--- src/rtl/uec_pkg.sv ---
// Package for the USB event enable and control block
package uec_pkg;
  localparam int REG_AW = 4;
  localparam logic [3:0] OFF_EVENT_ENABLE = 4'h0;
  localparam logic [3:0] OFF_MODULE_CONTROL = 4'h4;
  localparam logic [3:0] OFF_EVENT_STATUS = 4'h8;
  localparam logic [3:0] OFF_STATUS_MASK = 4'hC;
  localparam int EV_STALL = 7;
  localparam int EV_ATTACH = 6;
  localparam int EV_RESUME = 5;
  localparam int EV_IDLE = 4;
  localparam int EV_TOKEN = 3;
  localparam int EV_FRAME = 2;
  localparam int EV_ERROR = 1;
  localparam int EV_RESET_UNPLUG = 0;
  localparam int CTL_LINE_J = 7;
  localparam int CTL_LINE_SE0 = 6;
  localparam int CTL_HOLD_BUSY = 5;
  localparam int CTL_BUS_RESET = 4;
  localparam int CTL_HOST_EN = 3;
  localparam int CTL_RESUME = 2;
  localparam int CTL_PINGPONG = 1;
  localparam int CTL_ENABLE = 0;
  localparam logic [7:0] ENABLE_RESET = 8'h00;
  localparam logic [7:0] CONTROL_RESET = 8'h00;
  localparam logic [7:0] MASK_RESET = 8'h00;
  localparam int HOST_RESET_CYCLES = 1;

  typedef struct packed {
    logic [REG_AW-1:0] addr;
    logic [31:0] wdata;
    logic wr;
    logic rd;
  } uec_bus_req_t;

  typedef struct packed {
    logic [7:0] flags;
    logic setupSeen;
    logic tokenStart;
    logic tokenEnd;
    logic lineJ;
    logic lineSe0;
  } uec_usb_evt_t;

  typedef enum logic [2:0] {
    HST_IDLE = 3'b001,
    HST_BUSY = 3'b010,
    HST_RESET = 3'b100
  } uec_host_state_t;
endpackage

--- src/rtl/uec_event_ctrl.sv ---
// USB event enable gating, control register and shared interrupt
//
// Added by the designer: the plain strobed port and the address map.
`timescale 1ns/1ns
// Functional notes
// - Event enable register keeps only bits 7:0; upper bits read zero.
// - Bit 7 enables the stall handshake interrupt.
// - Bit 6 enables the attach detected interrupt.
// - Bit 4 enables the bus idle interrupt.
// - Bit 3 enables the token done flag.
// - Bit 2 enables the frame start flag.
// - Device mode: bit 0 enables the bus reset flag.
// - Host mode: bit 0 enables the unplug flag instead.
// - Errors reach the shared flag only while bit 1 is set.
// - Device mode: setup token sets hold bit until software clears it.
// - Host mode: control bit 5 reads one while a token executes.
// - Any toggle of host enable resets all host control logic.
module uec_event_ctrl #(
  parameter int DATA_W = 32
) (
  input wire logic clk,
  input wire logic reset_n,
  input wire uec_pkg::uec_bus_req_t busReq,
  output logic [DATA_W-1:0] rdata,
  input wire uec_pkg::uec_usb_evt_t usbEvt,
  output logic usbIrq,
  output logic sharedIrqFlag,
  output logic [7:0] controlOut,
  output logic hostLogicReset,
  output logic resumeEop
);
  import uec_pkg::*;

  // Read mux and upper zero fill are built for one word width
  if (DATA_W != 32) begin : gen_width_check
    $error("DATA_W must be 32");
  end

  logic [7:0] eventEnable, next_eventEnable;
  logic [7:0] control, next_control;
  logic [7:0] status, next_status;
  logic [7:0] mask, next_mask;
  logic [DATA_W-1:0] next_rdata;
  logic usbIrqR, next_usbIrq;
  logic sharedR, next_shared;
  logic hostRst, next_hostRst;
  logic eop, next_eop;
  logic tokenBusy, next_tokenBusy;
  uec_host_state_t hostState, next_hostState;
  logic [7:0] gated;
  logic hostMode;
  logic ctlWrite;
  logic statusRead;
  logic hostToggle;

  function automatic logic hit(input uec_bus_req_t r, input logic [3:0] off);
    hit = (r.addr == off);
  endfunction

  assign hostMode = control[CTL_HOST_EN];
  // Decodes used by the checks; only statusRead also drives the logic
  assign ctlWrite = busReq.wr && hit(busReq, OFF_MODULE_CONTROL);
  assign statusRead = busReq.rd && hit(busReq, OFF_EVENT_STATUS);
  assign hostToggle = ctlWrite && (busReq.wdata[CTL_HOST_EN] != hostMode);

  always_comb begin
    gated[EV_STALL] = usbEvt.flags[EV_STALL] & eventEnable[EV_STALL];
    gated[EV_ATTACH] = usbEvt.flags[EV_ATTACH] & eventEnable[EV_ATTACH];
    gated[EV_RESUME] = usbEvt.flags[EV_RESUME] & eventEnable[EV_RESUME];
    gated[EV_IDLE] = usbEvt.flags[EV_IDLE] & eventEnable[EV_IDLE];
    gated[EV_TOKEN] = usbEvt.flags[EV_TOKEN] & eventEnable[EV_TOKEN];
    gated[EV_FRAME] = usbEvt.flags[EV_FRAME] & eventEnable[EV_FRAME];
    gated[EV_ERROR] = usbEvt.flags[EV_ERROR] & eventEnable[EV_ERROR];
    // Device bus reset, host unplug share bit 0
    gated[EV_RESET_UNPLUG] = usbEvt.flags[EV_RESET_UNPLUG] & eventEnable[EV_RESET_UNPLUG];
  end

  always_comb begin
    next_eventEnable = eventEnable;
    next_control = control;
    next_mask = mask;
    next_rdata = '0;
    if (busReq.wr) begin
      case (busReq.addr)
        OFF_EVENT_ENABLE: next_eventEnable = busReq.wdata[7:0];
        OFF_MODULE_CONTROL: begin
          next_control[CTL_BUS_RESET] = busReq.wdata[CTL_BUS_RESET];
          next_control[CTL_HOST_EN] = busReq.wdata[CTL_HOST_EN];
          next_control[CTL_RESUME] = busReq.wdata[CTL_RESUME];
          next_control[CTL_PINGPONG] = busReq.wdata[CTL_PINGPONG];
          next_control[CTL_ENABLE] = busReq.wdata[CTL_ENABLE];
          if (!hostMode) begin
            next_control[CTL_HOLD_BUSY] = busReq.wdata[CTL_HOLD_BUSY];
          end
        end
        OFF_STATUS_MASK: next_mask = busReq.wdata[7:0];
        default: ;
      endcase
    end
    next_control[CTL_LINE_J] = usbEvt.lineJ;
    next_control[CTL_LINE_SE0] = usbEvt.lineSe0;
    if (!hostMode && usbEvt.setupSeen) begin
      next_control[CTL_HOLD_BUSY] = 1'b1;
    end
    if (hostMode) begin
      next_control[CTL_HOLD_BUSY] = next_tokenBusy;
    end
    if (busReq.rd) begin
      case (busReq.addr)
        OFF_EVENT_ENABLE: next_rdata = {24'h00_0000, eventEnable};
        OFF_MODULE_CONTROL: next_rdata = {24'h00_0000, control};
        OFF_EVENT_STATUS: next_rdata = {24'h00_0000, status};
        OFF_STATUS_MASK: next_rdata = {24'h00_0000, mask};
        default: next_rdata = '0;
      endcase
    end
  end

  always_comb begin
    // Set wins over a read clear, so no event is lost
    next_status = status;
    if (statusRead) begin
      next_status = '0;
    end
    next_status = next_status | gated;
    next_shared = |gated;
    // Next mask too, so a mask write shows on the line at once
    next_usbIrq = |(next_status & next_mask);
  end

  always_comb begin
    next_hostState = hostState;
    next_tokenBusy = tokenBusy;
    next_hostRst = 1'b0;
    // End of packet when resume clears in host mode
    next_eop = hostMode && control[CTL_RESUME] && busReq.wr && hit(busReq, OFF_MODULE_CONTROL)
      && !busReq.wdata[CTL_RESUME];
    case (hostState)
      HST_IDLE: begin
        if (hostMode && usbEvt.tokenStart) begin
          next_hostState = HST_BUSY;
          next_tokenBusy = 1'b1;
        end
      end
      HST_BUSY: begin
        if (usbEvt.tokenEnd) begin
          next_hostState = HST_IDLE;
          next_tokenBusy = 1'b0;
        end
      end
      HST_RESET: next_hostState = HST_IDLE;
      default: next_hostState = HST_IDLE;
    endcase
    // Toggle of host enable resets host logic
    if (busReq.wr && hit(busReq, OFF_MODULE_CONTROL) && (busReq.wdata[CTL_HOST_EN] != hostMode)) begin
      next_hostState = HST_RESET;
      next_tokenBusy = 1'b0;
      next_hostRst = 1'b1;
      next_eop = 1'b0;
    end
  end

  // Software visible registers
  always_ff @(posedge clk) begin
    if (!reset_n) begin
      eventEnable <= ENABLE_RESET;
      control <= CONTROL_RESET;
      mask <= MASK_RESET;
      rdata <= '0;
    end else begin
      eventEnable <= next_eventEnable;
      control <= next_control;
      mask <= next_mask;
      rdata <= next_rdata;
    end
  end

  // Sticky status and interrupt lines
  always_ff @(posedge clk) begin
    if (!reset_n) begin
      status <= '0;
      usbIrqR <= 1'b0;
      sharedR <= 1'b0;
    end else begin
      status <= next_status;
      usbIrqR <= next_usbIrq;
      sharedR <= next_shared;
    end
  end

  // Host token tracking
  always_ff @(posedge clk) begin
    if (!reset_n) begin
      hostRst <= 1'b0;
      eop <= 1'b0;
      tokenBusy <= 1'b0;
      hostState <= HST_IDLE;
    end else begin
      hostRst <= next_hostRst;
      eop <= next_eop;
      tokenBusy <= next_tokenBusy;
      hostState <= next_hostState;
    end
  end

  assign usbIrq = usbIrqR;
  assign sharedIrqFlag = sharedR;
  assign controlOut = control;
  assign hostLogicReset = hostRst;
  assign resumeEop = eop;

  a_upper_zero: assert property (@(posedge clk) disable iff (!reset_n)
    $past(busReq.rd) |-> rdata[31:8] == 24'h00_0000) else $error("upper bits not zero");
  a_stall_gate: assert property (@(posedge clk) disable iff (!reset_n)
    usbEvt.flags[EV_STALL] && eventEnable[EV_STALL] |=> sharedIrqFlag) else $error("stall not gated");
  a_attach_gate: assert property (@(posedge clk) disable iff (!reset_n)
    usbEvt.flags[EV_ATTACH] && eventEnable[EV_ATTACH] |=> sharedIrqFlag) else $error("attach not gated");
  a_resume_gate: assert property (@(posedge clk) disable iff (!reset_n)
    usbEvt.flags[EV_RESUME] && eventEnable[EV_RESUME] |=> sharedIrqFlag) else $error("resume not gated");
  a_idle_gate: assert property (@(posedge clk) disable iff (!reset_n)
    usbEvt.flags[EV_IDLE] && eventEnable[EV_IDLE] |=> sharedIrqFlag) else $error("idle not gated");
  a_token_gate: assert property (@(posedge clk) disable iff (!reset_n)
    usbEvt.flags[EV_TOKEN] && eventEnable[EV_TOKEN] |=> sharedIrqFlag) else $error("token not gated");
  a_frame_gate: assert property (@(posedge clk) disable iff (!reset_n)
    usbEvt.flags[EV_FRAME] && eventEnable[EV_FRAME] |=> sharedIrqFlag) else $error("frame not gated");
  a_reset_gate: assert property (@(posedge clk) disable iff (!reset_n)
    !hostMode && usbEvt.flags[EV_RESET_UNPLUG] && eventEnable[EV_RESET_UNPLUG]
    |=> sharedIrqFlag) else $error("bus reset not gated");
  a_unplug_gate: assert property (@(posedge clk) disable iff (!reset_n)
    hostMode && usbEvt.flags[EV_RESET_UNPLUG] && eventEnable[EV_RESET_UNPLUG]
    |=> sharedIrqFlag) else $error("unplug not gated");
  a_error_gate: assert property (@(posedge clk) disable iff (!reset_n)
    (usbEvt.flags & eventEnable) == 8'h00 |=> !sharedIrqFlag) else $error("flag without enable");
  a_setup_hold: assert property (@(posedge clk) disable iff (!reset_n)
    !hostMode && usbEvt.setupSeen && !(busReq.wr && hit(busReq, OFF_MODULE_CONTROL))
    |=> controlOut[CTL_HOLD_BUSY]) else $error("setup did not hold");
  a_host_toggle: assert property (@(posedge clk) disable iff (!reset_n)
    busReq.wr && hit(busReq, OFF_MODULE_CONTROL) && busReq.wdata[CTL_HOST_EN] != hostMode
    |=> hostLogicReset && !tokenBusy) else $error("host toggle missed");
  a_busy_show: assert property (@(posedge clk) disable iff (!reset_n)
    hostMode && tokenBusy && !usbEvt.tokenEnd && !hostToggle
    |=> controlOut[CTL_HOLD_BUSY]) else $error("busy not shown");
  c_irq: cover property (@(posedge clk) disable iff (!reset_n) usbIrq);
  c_setup: cover property (@(posedge clk) disable iff (!reset_n) !hostMode && usbEvt.setupSeen);
  c_token: cover property (@(posedge clk) disable iff (!reset_n) hostState == HST_BUSY);
  c_toggle: cover property (@(posedge clk) disable iff (!reset_n) hostLogicReset);
  c_eop: cover property (@(posedge clk) disable iff (!reset_n) resumeEop);

  a_error_block: assert property (@(posedge clk) disable iff (!reset_n)
    !eventEnable[EV_ERROR] && !status[EV_ERROR] |=> !status[EV_ERROR]) else $error("error without enable");
  a_error_pass: assert property (@(posedge clk) disable iff (!reset_n)
    usbEvt.flags[EV_ERROR] && eventEnable[EV_ERROR] |=> status[EV_ERROR]) else $error("error not latched");
  a_irq_level: assert property (@(posedge clk) disable iff (!reset_n)
    usbIrq == |(status & mask)) else $error("irq level wrong");
  a_status_sticky: assert property (@(posedge clk) disable iff (!reset_n)
    !statusRead
    |=> (status & $past(status)) == $past(status)) else $error("status bit lost");
  a_read_clear: assert property (@(posedge clk) disable iff (!reset_n)
    statusRead && gated == 8'h00
    |=> status == 8'h00) else $error("status not cleared");
  a_status_read: assert property (@(posedge clk) disable iff (!reset_n)
    statusRead |=> rdata[7:0] == $past(status)) else $error("status read wrong");
  a_mask_write: assert property (@(posedge clk) disable iff (!reset_n)
    busReq.wr && hit(busReq, OFF_STATUS_MASK)
    |=> mask == $past(busReq.wdata[7:0])) else $error("mask write lost");
  a_rdata_idle: assert property (@(posedge clk) disable iff (!reset_n)
    !$past(busReq.rd) |-> rdata == '0) else $error("read data not idle");
  a_enable_write: assert property (@(posedge clk) disable iff (!reset_n)
    busReq.wr && hit(busReq, OFF_EVENT_ENABLE)
    |=> eventEnable == $past(busReq.wdata[7:0])) else $error("enable write lost");
  a_host_ro: assert property (@(posedge clk) disable iff (!reset_n)
    hostMode && ctlWrite && busReq.wdata[CTL_HOST_EN] && !tokenBusy && !usbEvt.tokenStart
    |=> !controlOut[CTL_HOLD_BUSY]) else $error("busy bit written");
  a_host_idle: assert property (@(posedge clk) disable iff (!reset_n)
    hostMode && !hostToggle && !tokenBusy && !usbEvt.tokenStart
    |=> !controlOut[CTL_HOLD_BUSY]) else $error("busy without token");
  a_idle_state: assert property (@(posedge clk) disable iff (!reset_n)
    !tokenBusy |-> hostState != HST_BUSY) else $error("busy state mismatch");
  a_reset_state: assert property (@(posedge clk) disable iff (!reset_n)
    hostLogicReset |-> hostState == HST_RESET) else $error("host reset state");
  a_device_nobusy: assert property (@(posedge clk) disable iff (!reset_n)
    !hostMode
    |-> hostState != HST_BUSY) else $error("busy in device mode");
  a_eop_pulse: assert property (@(posedge clk) disable iff (!reset_n)
    hostMode && control[CTL_RESUME] && ctlWrite && !hostToggle && !busReq.wdata[CTL_RESUME]
    |=> resumeEop) else $error("end of packet missed");
  a_eop_single: assert property (@(posedge clk) disable iff (!reset_n)
    resumeEop |=> !resumeEop) else $error("end of packet too long");
endmodule

--- config.mk ---
export PLATFORM = sky130hd
export DESIGN_NAME = uec_event_ctrl
export DESIGN_NICKNAME = d
export VERILOG_FILES = /design/src/rtl/uec_pkg.sv /design/src/rtl/uec_event_ctrl.sv
export SDC_FILE = /design/constraint.sdc
export NUM_CORES = 1
export LEC_CHECK = 0
export ABC_AREA = 1
export BUFFER_PORTS_ARGS = -buffer_cell sky130_fd_sc_hd__clkbuf_2
export CAP_MARGIN = 25
export CORE_MARGIN = 2
export CORE_UTILIZATION = 29
export DETAILED_ROUTE_END_ITERATION = 16
export SLEW_MARGIN = 25
export SYNTH_ARGS = -nofsm -noshare
export SYNTH_HDL_FRONTEND = slang
export SYNTH_SLANG_ARGS = --single-unit
--- constraint.sdc ---
create_clock -name clk -period 1.2 [get_ports clk]
set_clock_uncertainty 0.15 [all_clocks]
set_input_delay 0.18 -clock clk [delete_from_list [all_inputs] [get_ports clk]]
set_output_delay 0.18 -clock clk [all_outputs]
set_load 0.005 [all_outputs]
==> results of run 1 <==
## metal layers
layer / track usage [%] / vias to the layer above / share of wire, %
met1: 18.8 / 944 / 44
met3: 3.25 / 6 / 6.3
met4: 4.35 / 0 / 1.1
met5: 0 / - / 0
li1: - / 1086 / -
met2: 24.2 / 63 / 49
## cells in the mapped netlist, types with 4 or more instances
cell	n
a21oi_1	30
a31oi_1	6
buf_4	25
buf_6	4
dfxtp_1	48
inv_1	23
inv_2	4
nand2_1	79
nand3_1	16
nand4_1	9
nor2_1	14
o21ai_0	8
o22ai_1	5
## metrics by stage
stage / utilization [%] / TNS (ns) / std cells
after global routing: 38.5 / -0.124 / 481
after CTS: 38.1 / -0.00129 / 480
after floorplan: - / 0 / 321
final: 38.5 / -0.0111 / 481
after detailed placement: 36.0 / -5.94 / 467
after global placement: 36.0 / -5.36 / 467
## flip-flops by register name, indices dropped and copies added (netlist names)
register	count
usbIrq	1
status	8
hostLogicReset	1
mask	8
resumeEop	1
tokenBusy	1
hostState	3
controlOut	8
sharedIrqFlag	1
rdata	8
eventEnable	8
## where the power goes
part | internal (mW) | switching [mW]
logic | 0.146 | 0.201
clock network | 0.619 | 0.558
registers | 1.62 | 0.0156
## final timing paths
path | endpoint | depth (start not counted) | start | slack, ns
worst min register to register | eventEnable[7]$_SDFFE_PN0P_ | 2 | eventEnable[7]$_SDFFE_PN0P_ | 0.33
worst max register to register | hostState[0]$_SDFFE_PN1P_ | 5 | controlOut[3]$_SDFFE_PN0P_ | 0.04
worst max-delay path | controlOut[3] | 2 | controlOut[3]$_SDFFE_PN0P_ | -0.01
worst min-delay path | status[4]$_SDFF_PN0_ | 3 | usbEvt[9] | 0.02
## cell families (layout without fill, tap and decap cells)
logic type | after synthesis | after routing
buffers and inverters | 62 | 120
AOI/OAI and AO/OA | 56 | 56
DFF | 48 | 48
other | 1 | 24
and+or+nand+nor | 131 | 131
## layout make-up
type / instances / share of cell area, %
tap: 102 / 4.33
timing repair buffer: 84 / 19.3
clock inverter: 2 / 1.19
multi-input combinational: 211 / 36.3
clock buffer: 6 / 2.46
inverter: 28 / 3.74
sequential: 48 / 32.7
## worst register-to-register path: cells and delay by family, from the launching register on
family	cells	cell delay, ns
AO/OA/AOI/OAI	1	0.06
buffers and inverters	1	0.13
AND/OR/NAND/NOR	3	0.39
flip-flops	1	0.34
## what timing repair did
action	in CTS	in global routing
endpoints found under the hold margin	4	0
hold buffers	4	0
cloned	0	0
resized for setup	2	9
setup buffers	1	2
setup endpoints to repair	2	10
pin swaps	1	5
==> results by group, run 1 <==
Status
  • Status: complete, but fails checks
  • Failing checks: setup timing

GRT
  • GRT overflow: 0
  • Wire length of the first global-routing pass: 9.82 mm
  • Total GRT Usage: 14.5%
  • Largest net degree at the start of global routing: 22
  • Antenna violations before repair: 0
  • Vias in the first global route: about 2k

Clocking
  • TritonCTS clock tree: built
  • CTS Buf Count: 5
  • CTS root buffer: clkbuf_8
  • H-tree lvl count: 2
  • Clock Path Buffers: 2
  • Clk sink count: 48
  • Clk_lat worst skew: 0.30 ns
  • Clock-pin slew on the worst setup and hold paths: 0.09 ns

Yosys
  • Syn Area/Cell: about 7.6 µm²
  • Post-synthesis compound-gate area fraction: 13.7%
  • Largest family of logic cells by synthesized area: simple AND/OR/NAND/NOR gates
  • Simple-Gate Fraction of Synth Area: between 20 and 30%
  • Post-Synthesis Cell Area: 2270 µm²
  • Mux cell area share after synthesis: 0%
  • Top cells by area, synth: dfxtp_1 42%, nand2_1 13%, buf_4 8.3%
  • Ys async rst share: 0%
  • Post-synthesis sequential area ratio: 42.4%
  • Yosys cell types: 29
  • Post-synthesis xor/xnor area fraction: 0%
  • Post-synth EDFFs: 0
  • Synth top area share: a little over two fifths
  • Syn Inst Count: 298
  • Synth Warn #: 0
  • Synth Flop Type: dfxtp_1
  • Post-Synth Adder-Cell Area: 0%
  • Cell taking the most area after synthesis: dfxtp_1
  • Register bit total from synthesis: 48

Timing
  • WHS: 0.0200 ns
  • Fmax: 0.826 GHz
  • Final period utilization: 101%
  • Worst setup margin: -0.0111 ns
  • Final setup violation count: 1
  • Fin. max-slew vios: 0
  • Final hold violations: 0
  • Minimum clock period: 1.21 ns
  • RSZ-0062 raised after global routing: true

Worst setup path
  • Critical Path RT: approximately 0.87 ns
  • WP data arrival: slightly below 0.9 ns
  • Bufs and invs on worst path: 2
  • Critical-path maximum fanout: 7
  • Largest stage delay, worst path: between 0.3 and 0.4 ns
  • Crit path kind: flip-flop to output pin
  • Crit-path leading delay family: flip-flops
  • Slowest cell on the critical path: dfxtp_2
  • CP cell instances: buf_6 > clkbuf_2
  • CP Capture Type: output pin
  • Startpoint types: flip-flop

Pwr
  • Lkg Pwr: roughly 1.3 nW
  • VDD IR max: 0.000513 V
  • Pwr Total: 3.16 mW
  • Power density of the placed cells: 1070 nW/µm²

Layout
  • Design Area, Final: 2940 µm²
  • Post-layout nets: about 430
  • FF/Latch Area: 962 µm²
  • Area of the multi-input gates: between 1000 and 1500 µm²
  • Commonest non-fill, non-tap cell in the layout: nand2_1
  • Most frequent cells in the layout: 76 x nand2_1, 47 x dfxtp_1, 46 x clkbuf_2
  • Layout filler cell count: between 800 and 900
  • N_diodes: 0
  • Syn-to-layout area delta: 29.9%
  • Share of layout cells above drive strength 1: 29.6%

Floorplan
  • Row Count: 32
  • Io pins: 97
  • Die Wd: 92.4 µm
  • Die Footprint: 8540 µm²
  • Die Y: approximately 90 µm
  • Core box area: ~7600 µm²
  • Initial Utilization: 29.6%

Min path
  • Min-Delay Path Class: primary input to flip-flop

Placement
  • Setup WS pre-CTS: -0.303 ns
  • DP Area: 2750 µm²
  • Port bufs: 48
  • DP HPWL: 4.75 mm
  • GP Congestion: slightly above 0.8

Route
  • Drt wl/cell: between 10 and 15 µm
  • First-pass detailed-route iteration total: 4
  • Post-DRT Antenna Nets: 0
  • DRT Wirelength: ~6 mm
  • Drt first-iter violations: 110
  • Vias: 2099
  • Vias per std cell: approximately 4.4
  • Detailed-route DRC error count: 0

Job
  • Max_cap viols: 0
Power figures use the tool's default switching activity.
==> run 2: changes to the inputs <==
--- a/config.mk
+++ b/config.mk
@@ -9,8 +9,9 @@
 export BUFFER_PORTS_ARGS = -buffer_cell sky130_fd_sc_hd__clkbuf_2
 export CAP_MARGIN = 25
 export CORE_MARGIN = 2
-export CORE_UTILIZATION = 29
+export CORE_UTILIZATION = 43
 export DETAILED_ROUTE_END_ITERATION = 16
+export PLACE_DENSITY = 0.76
 export SLEW_MARGIN = 25
 export SYNTH_ARGS = -nofsm -noshare
 export SYNTH_HDL_FRONTEND = slang
==> run 2 against run 1 <==
  * The flow now finishes without violations
  * Final cell count down 4.2%
  * Via count is 7.1% higher
  * Setup slack gained 0.012 ns
  * Die area down 31%
  * First-iteration DRC count is 12% lower
  * Register-to-register slack about the same
  * Maximum frequency is 1.0% higher
  * Non-clock buffer count grew 12
  * Utilization rose by 21 points
  * Hold slack barely moved
==> results by group, run 2 (synthesized netlist as in run 1, its figures left out) <==
Status
  • Status: finished, final reports clean

Pwr
  • Register share of total power: 49.7% (-2.0 points)
  • Switching Fraction: 23.4% (-1.2 points)
  • Clk pwr share: 38.9% (+1.6 points)
  • Lkg Pwr: 1.40 nW (+4.7%)
  • Psw: 766 µW (-1.2%)
  • Pwr Total: 3.28 mW (+3.8%)
  • Power density of the placed cells: 1090 nW/µm² (+1.3%)
  • Logic pwr share: 11.4% (+0.4 points)
  • VDD IR max: 0.000821 V (+60%)
  • Cell Int Power: 2.51 mW (+5.5%)

Floorplan
  • Initial Utilization: 44.4% (+15 points)
  • Die Footprint: 5870 µm² (-31%)
  • Row Count: 26 (-19%)
  • Core box area: 5110 µm² (-33%)
  • Die Y: 76.6 µm (-17%)
  • Die Wd: 76.6 µm (-17%)
  • Io pins: 97 (unchanged)

GRT
  • GRT overflow: 0 (unchanged)
  • Wire length of the first global-routing pass: 9.56 mm (-2.7%)
  • Total GRT Usage: 20.7% (+6.1 points)
  • Vias in the first global route: 2071 (+3.9%)
  • Antenna violations before repair: 0 (unchanged)
  • Largest net degree at the start of global routing: 22 (unchanged)

Timing
  • Minimum clock period: 1.20 ns (-0.0125 ns)
  • Final hold violations: 0 (unchanged)
  • Fmax: 0.834 GHz (+1.0%)
  • Final setup violation count: 0 (-1)
  • Final period utilization: 99.9% (-1.0 points)
  • RSZ-0062 raised after global routing: true
  • WHS: 0.0196 ns (-0.000355 ns)
  • Setup TNS Final: 0 ns (+0.0111 ns)
  • Fin. max-slew vios: 0 (unchanged)

Worst setup path
  • CP Capture Type: output pin
  • Startpoint types: flip-flop
  • Critical path depth: 2 (unchanged)
  • Crit path kind: flip-flop to output pin
  • Crit-path leading delay family: flip-flops
  • Largest stage delay, worst path: 0.35 ns (about the same)
  • R2R cell count: 6 (+1)
  • WP data arrival: 0.87 ns (about the same)
  • Critical-path maximum fanout: 5 (-2)
  • Critical Path RT: 0.87 ns (about the same)
  • CP cell instances: buf_6 > clkbuf_2
  • Bufs and invs on worst path: 2 (unchanged)
  • Slowest cell on the critical path: dfxtp_2

Clocking
  • Clk_lat worst skew: 0.31 ns (about the same)
  • Clock-pin slew on the worst setup and hold paths: 0.09 ns (about the same)
  • CTS Buf Count: 5 (unchanged)
  • Clk sink count: 48 (unchanged)
  • Clock Path Buffers: 2 (unchanged)
  • CTS root buffer: clkbuf_8
  • H-tree lvl count: 2 (unchanged)
  • TritonCTS clock tree: built

Placement
  • Port bufs: 48 (unchanged)
  • DP HPWL: 4.51 mm (-5.0%)
  • GP Congestion: 0.948 (+15%)
  • DP Area: 2770 µm² (+0.55%)

Route
  • First-pass detailed-route iteration total: 4 (unchanged)
  • Post-DRT Antenna Nets: 0 (unchanged)
  • DRT Wirelength: 5.96 mm (-1.6%)
  • Vias per std cell: 4.88 (+12%)
  • Detailed-route DRC error count: 0 (unchanged)
  • Drt first-iter violations: 97 (-12%)
  • Vias: 2248 (+7.1%)
  • Drt wl/cell: 12.9 µm (+2.7%)

Min path
  • Min-Delay Path Class: primary input to flip-flop
  • Min-Delay Path Depth: 3 (unchanged)

Job
  • Max_cap viols: 0 (unchanged)

Layout
  • Share of layout cells above drive strength 1: 34.0% (+4.5 points)
  • Most frequent cells in the layout: 73 x nand2_1, 47 x dfxtp_1, 47 x clkbuf_2
  • Design Area, Final: 3020 µm² (+2.5%)
  • N_diodes: 0 (unchanged)
  • Syn-to-layout area delta: 33.1%
  • Post-layout nets: 443 (+2.8%)
  • Commonest non-fill, non-tap cell in the layout: nand2_1
==> run 2: cell types whose count changed in the layout (fill, tap and decap cells not counted), moves of 2 or more <==
cell and change:
buf_4 +11, nand2_1 -3, clkbuf_8 +2, nand2_2 +2, nand3_2 +2, nor2_1 -2, nor2_2 +2, o21ai_0 +2
o21ai_1 -2
==> run 2: area by class of cell <==
cell class | count | area (µm²)
fill | 476 | 2090
multi-input combinational | 211 | 1090
sequential | 48 | 962
timing repair buffer | 96 | 643
inverter | 28 | 113
clock buffer | 7 | 96.3
tap | 70 | 87.6
clock inverter | 1 | 30.0
==> run 2: worst reg2reg max path, cell delays in order (launching register included) <==
cell and delay [ns]:
dfxtp_2 0.34, buf_6 0.12, nand2_1 0.07, nand3_2 0.09, buf_4 0.15, nor2_2 0.09
a21oi_1 0.05
==> run 2: timing repair <==
| item | 4_1_cts | 5_1_grt |
|---|---|---|
| gates resized for setup | 3 | 14 |
| pin swaps | 2 | 8 |
| hold endpoints to repair | 4 | 0 |
| endpoints found under the setup margin | 2 | 9 |
| cloned | 0 | 0 |
| hold buffers | 4 | 0 |
| buffers inserted | 3 | 2 |
==> run 2: power groups by stage <==
| stage | clock (mW) | combinational (mW) | sequential (mW) |
|---|---|---|---|
| after floorplan | 0 | 0.218 | 1.67 |
| after detailed placement | 0 | 0.341 | 1.67 |
| final | 1.28 | 0.373 | 1.63 |
| after CTS | 1.28 | 0.356 | 1.63 |
| after global placement | 0 | 0.335 | 1.67 |
| after global routing | 1.36 | 0.409 | 1.64 |
==> run 2: layer usage <==
metal	global-route usage [%]	share of wire, %	up-vias
li1	-	-	1113
met1	25.7	43	1020
met2	34.4	48	100
met3	4.86	6.5	15
met4	8.36	2.3	0
met5	0	0	-
==> run 2: path summary, 6_finish.rpt <==
check                                end                   startpoint  slack [ns]
max                        controlOut[3]   controlOut[3]$_SDFFE_PN0P_       0.001
min                 status[1]$_SDFF_PN0_                    usbEvt[6]        0.02
max reg2reg    hostState[0]$_SDFFE_PN1P_   controlOut[3]$_SDFFE_PN0P_        0.03
min reg2reg  eventEnable[1]$_SDFFE_PN0P_  eventEnable[1]$_SDFFE_PN0P_        0.33
==> run 2: through the flow <==
stage | util, % | worst slack (ns) | cells
global route | 59.1 | -0.0824 | 461
CTS | 58.1 | 0.00361 | 459
global placement | 54.1 | -0.274 | 444
floorplan | - | 0.00283 | 321
finish | 59.1 | 0.00140 | 461
detailed placement | 54.1 | -0.287 | 444
==> run 3: changes to the inputs <==
--- a/config.mk
+++ b/config.mk
@@ -11,6 +11,7 @@
 export CORE_MARGIN = 2
 export CORE_UTILIZATION = 43
 export DETAILED_ROUTE_END_ITERATION = 16
+export HOLD_SLACK_MARGIN = 0.06
 export PLACE_DENSITY = 0.76
 export SLEW_MARGIN = 25
 export SYNTH_ARGS = -nofsm -noshare
==> run 3 against run 2 <==
  * Critical endpoint unchanged
  * Register-to-register slack got worse by 0.02 ns
  * The flow now finishes with violations (setup timing)
  * Sequential power barely moved
  * Via count rose by 2.1%
  * Combinational power rose by 9.7%
  * Sequential cell count did not move
  * Die area did not move
  * Utilization rose by 2.2 points
  * Final cell count rose by 1.7%
  * Sequential share of layout area fell by 1.1 points
==> results by group, run 3 (synthesized netlist as in run 1, its figures left out) <==
Status
  • Status: complete, but fails checks
  • Failing checks: setup timing

Worst setup path
  • CP startpoint: controlOut[3]$_SDFFE_PN0P_
  • CP Capture Type: output pin
  • Worst R2R Start: controlOut[3]$_SDFFE_PN0P_
  • WP data arrival: 0.88 ns (about the same)
  • Reg2reg setup slack: 0.01 ns (-0.02 ns)
  • Critical-path maximum fanout: 5 (unchanged)
  • Slowest cell on the critical path: dfxtp_2
  • Critical Path RT: 0.87 ns (about the same)
  • CP cell instances: buf_6 > clkbuf_2
  • Startpoint types: flip-flop
  • Crit path kind: flip-flop to output pin
  • Largest stage delay, worst path: 0.35 ns (about the same)

Floorplan
  • Row Count: 26 (unchanged)
  • Core box area: 5110 µm² (unchanged)
  • Io pins: 97 (unchanged)
  • Die Footprint: 5870 µm² (unchanged)
  • Initial Utilization: 44.4% (unchanged)
  • Die Wd: 76.6 µm (unchanged)
  • Die Y: 76.6 µm (unchanged)

Clocking
  • CTS Buf Count: 5 (unchanged)
  • Clk sink count: 48 (unchanged)
  • Clk_lat worst skew: 0.31 ns (about the same)
  • Clock Path Buffers: 2 (unchanged)
  • # hold bufs at CTS: 11 (+7)
  • H-tree lvl count: 2 (unchanged)
  • Clock-pin slew on the worst setup and hold paths: 0.09 ns (about the same)
  • CTS root buffer: clkbuf_8
  • TritonCTS clock tree: built

Placement
  • GP Congestion: 0.948 (unchanged)
  • DP HPWL: 4.51 mm (unchanged)
  • Port bufs: 48 (unchanged)

Timing
  • Final setup violation count: 1 (+1)
  • WHS: 0.0181 ns (-0.00153 ns)
  • RSZ-0062 raised after global routing: true
  • Minimum clock period: 1.21 ns (+0.0104 ns)
  • Final hold violations: 0 (unchanged)
  • Fin. max-slew vios: 0 (unchanged)
  • Final period utilization: 101% (+0.87 points)
  • Fmax: 0.827 GHz (-0.86%)
  • Setup TNS Final: -0.00900 ns (-0.00900 ns)
  • Worst setup margin: -0.00900 ns (-0.0104 ns)

Route
  • Drt wl/cell: 13.3 µm (+3.1%)
  • Post-DRT Antenna Nets: 0 (unchanged)
  • Drt first-iter violations: 104 (+7.2%)
  • Vias per std cell: 4.89 (+0.35%)
  • Detailed-route DRC error count: 0 (unchanged)
  • DRT Wirelength: 6.25 mm (+4.9%)
  • First-pass detailed-route iteration total: 5 (+1)
  • Vias: 2295 (+2.1%)

Layout
  • Share of layout cells above drive strength 1: 33.8% (-0.18 points)
  • Syn-to-layout area delta: 38.0%
  • Most frequent cells in the layout: 73 x nand2_1, 47 x dfxtp_1, 46 x clkbuf_2
  • Commonest non-fill, non-tap cell in the layout: nand2_1
  • FF/Latch Area: 962 µm² (unchanged)
  • Area of the multi-input gates: 1090 µm² (+0.58%)
  • N_diodes: 0 (unchanged)
  • Layout filler cell count: 457 (-4.0%)
  • Post-layout nets: 451 (+1.8%)

GRT
  • Vias in the first global route: 2112 (+2.0%)
  • Met3 track demand over resource: 3.91% (-0.95 points)
  • Total GRT Usage: 21.1% (+0.48 points)
  • Met2 usage: 35.8% (+1.4 points)
  • Largest net degree at the start of global routing: 22 (unchanged)
  • GRT overflow: 0 (unchanged)
  • Antenna violations before repair: 0 (unchanged)
  • Met1 Use GR: 26.8% (+1.1 points)
  • Busiest grt layer: met2
  • Wire length of the first global-routing pass: 9.80 mm (+2.5%)

Pwr
  • Power density of the placed cells: 1060 nW/µm² (-2.5%)
  • Lkg Pwr: 1.46 nW (+4.3%)
  • Pwr Total: 3.32 mW (+1.1%)
  • VDD IR max: 0.000827 V (+0.71%)

Min path
  • Hold Crit Start: usbEvt[9]
  • Min-Delay Path Class: primary input to flip-flop

Job
  • Max_cap viols: 0 (unchanged)
-- run 3: changes by cell type in the layout (fill, tap and decap cells not counted), sizes merged --
| cell | delta |
|---|---|
| dlymetal6s4s | +2 |
| buf | +1 |
| dlygate4sd3 | +5 |
-- run 3: power by group --
part	switching, mW	leakage, nW	internal [mW]
Sequential	0.0143	0.389	1.62
Clock	0.541	0.0645	0.735
Combinational	0.222	1.00	0.186
Total	0.777	1.46	2.54
-- run 3: final timing paths --
check / end / depth (start not counted)
setup reg to reg: controlOut[5]$_SDFFE_PN0P_ / 7
hold reg to reg: controlOut[1]$_SDFFE_PN0P_ / 2
setup / recovery: controlOut[3] / 2
hold / removal: status[4]$_SDFF_PN0_ / 3
-- run 3: routing by layer --
metal / share of wire, % / up-vias
met5: 0 / -
met4: 1.5 / 0
met3: 5.4 / 9
met2: 50 / 79
met1: 43 / 1074
li1: - / 1133
-- run 3: repair_timing --
action / CTS / global route
pin swaps: 2 / 9
hold endpoints to repair: 22 / 5
buffers inserted: 3 / 3
cloned: 0 / 1
endpoints found under the setup margin: 2 / 12
resized for setup: 3 / 18
-- run 3: area by class of cell --
class	instances	area share (%)
Tap cell	70	2.80
Inverter	28	3.68
Multi-Input combinational cell	211	34.9
Sequential cell	48	30.7
Clock buffer	7	3.08
Clock inverter	1	0.960
Timing Repair Buffer	104	23.8
-- run 3: worst max-delay path, delay by kind of cell, from the launching register on --
family	cells	cell delay (ns)
buffers and inverters	2	0.23
DFF	1	0.35
-- run 3: per-stage QoR --
stage          utilization, %  area, µm²  setup slack (ns)  cells
2_1_floorplan               -       2380           0.00283    321
3_5_place_dp             54.1       2770            -0.287    444
5_1_grt                  61.3       3130           -0.0861    469
4_1_cts                  59.4       3040           0.00361    466
3_3_place_gp             54.1       2770            -0.274    444
6_report                 61.3       3130          -0.00900    469
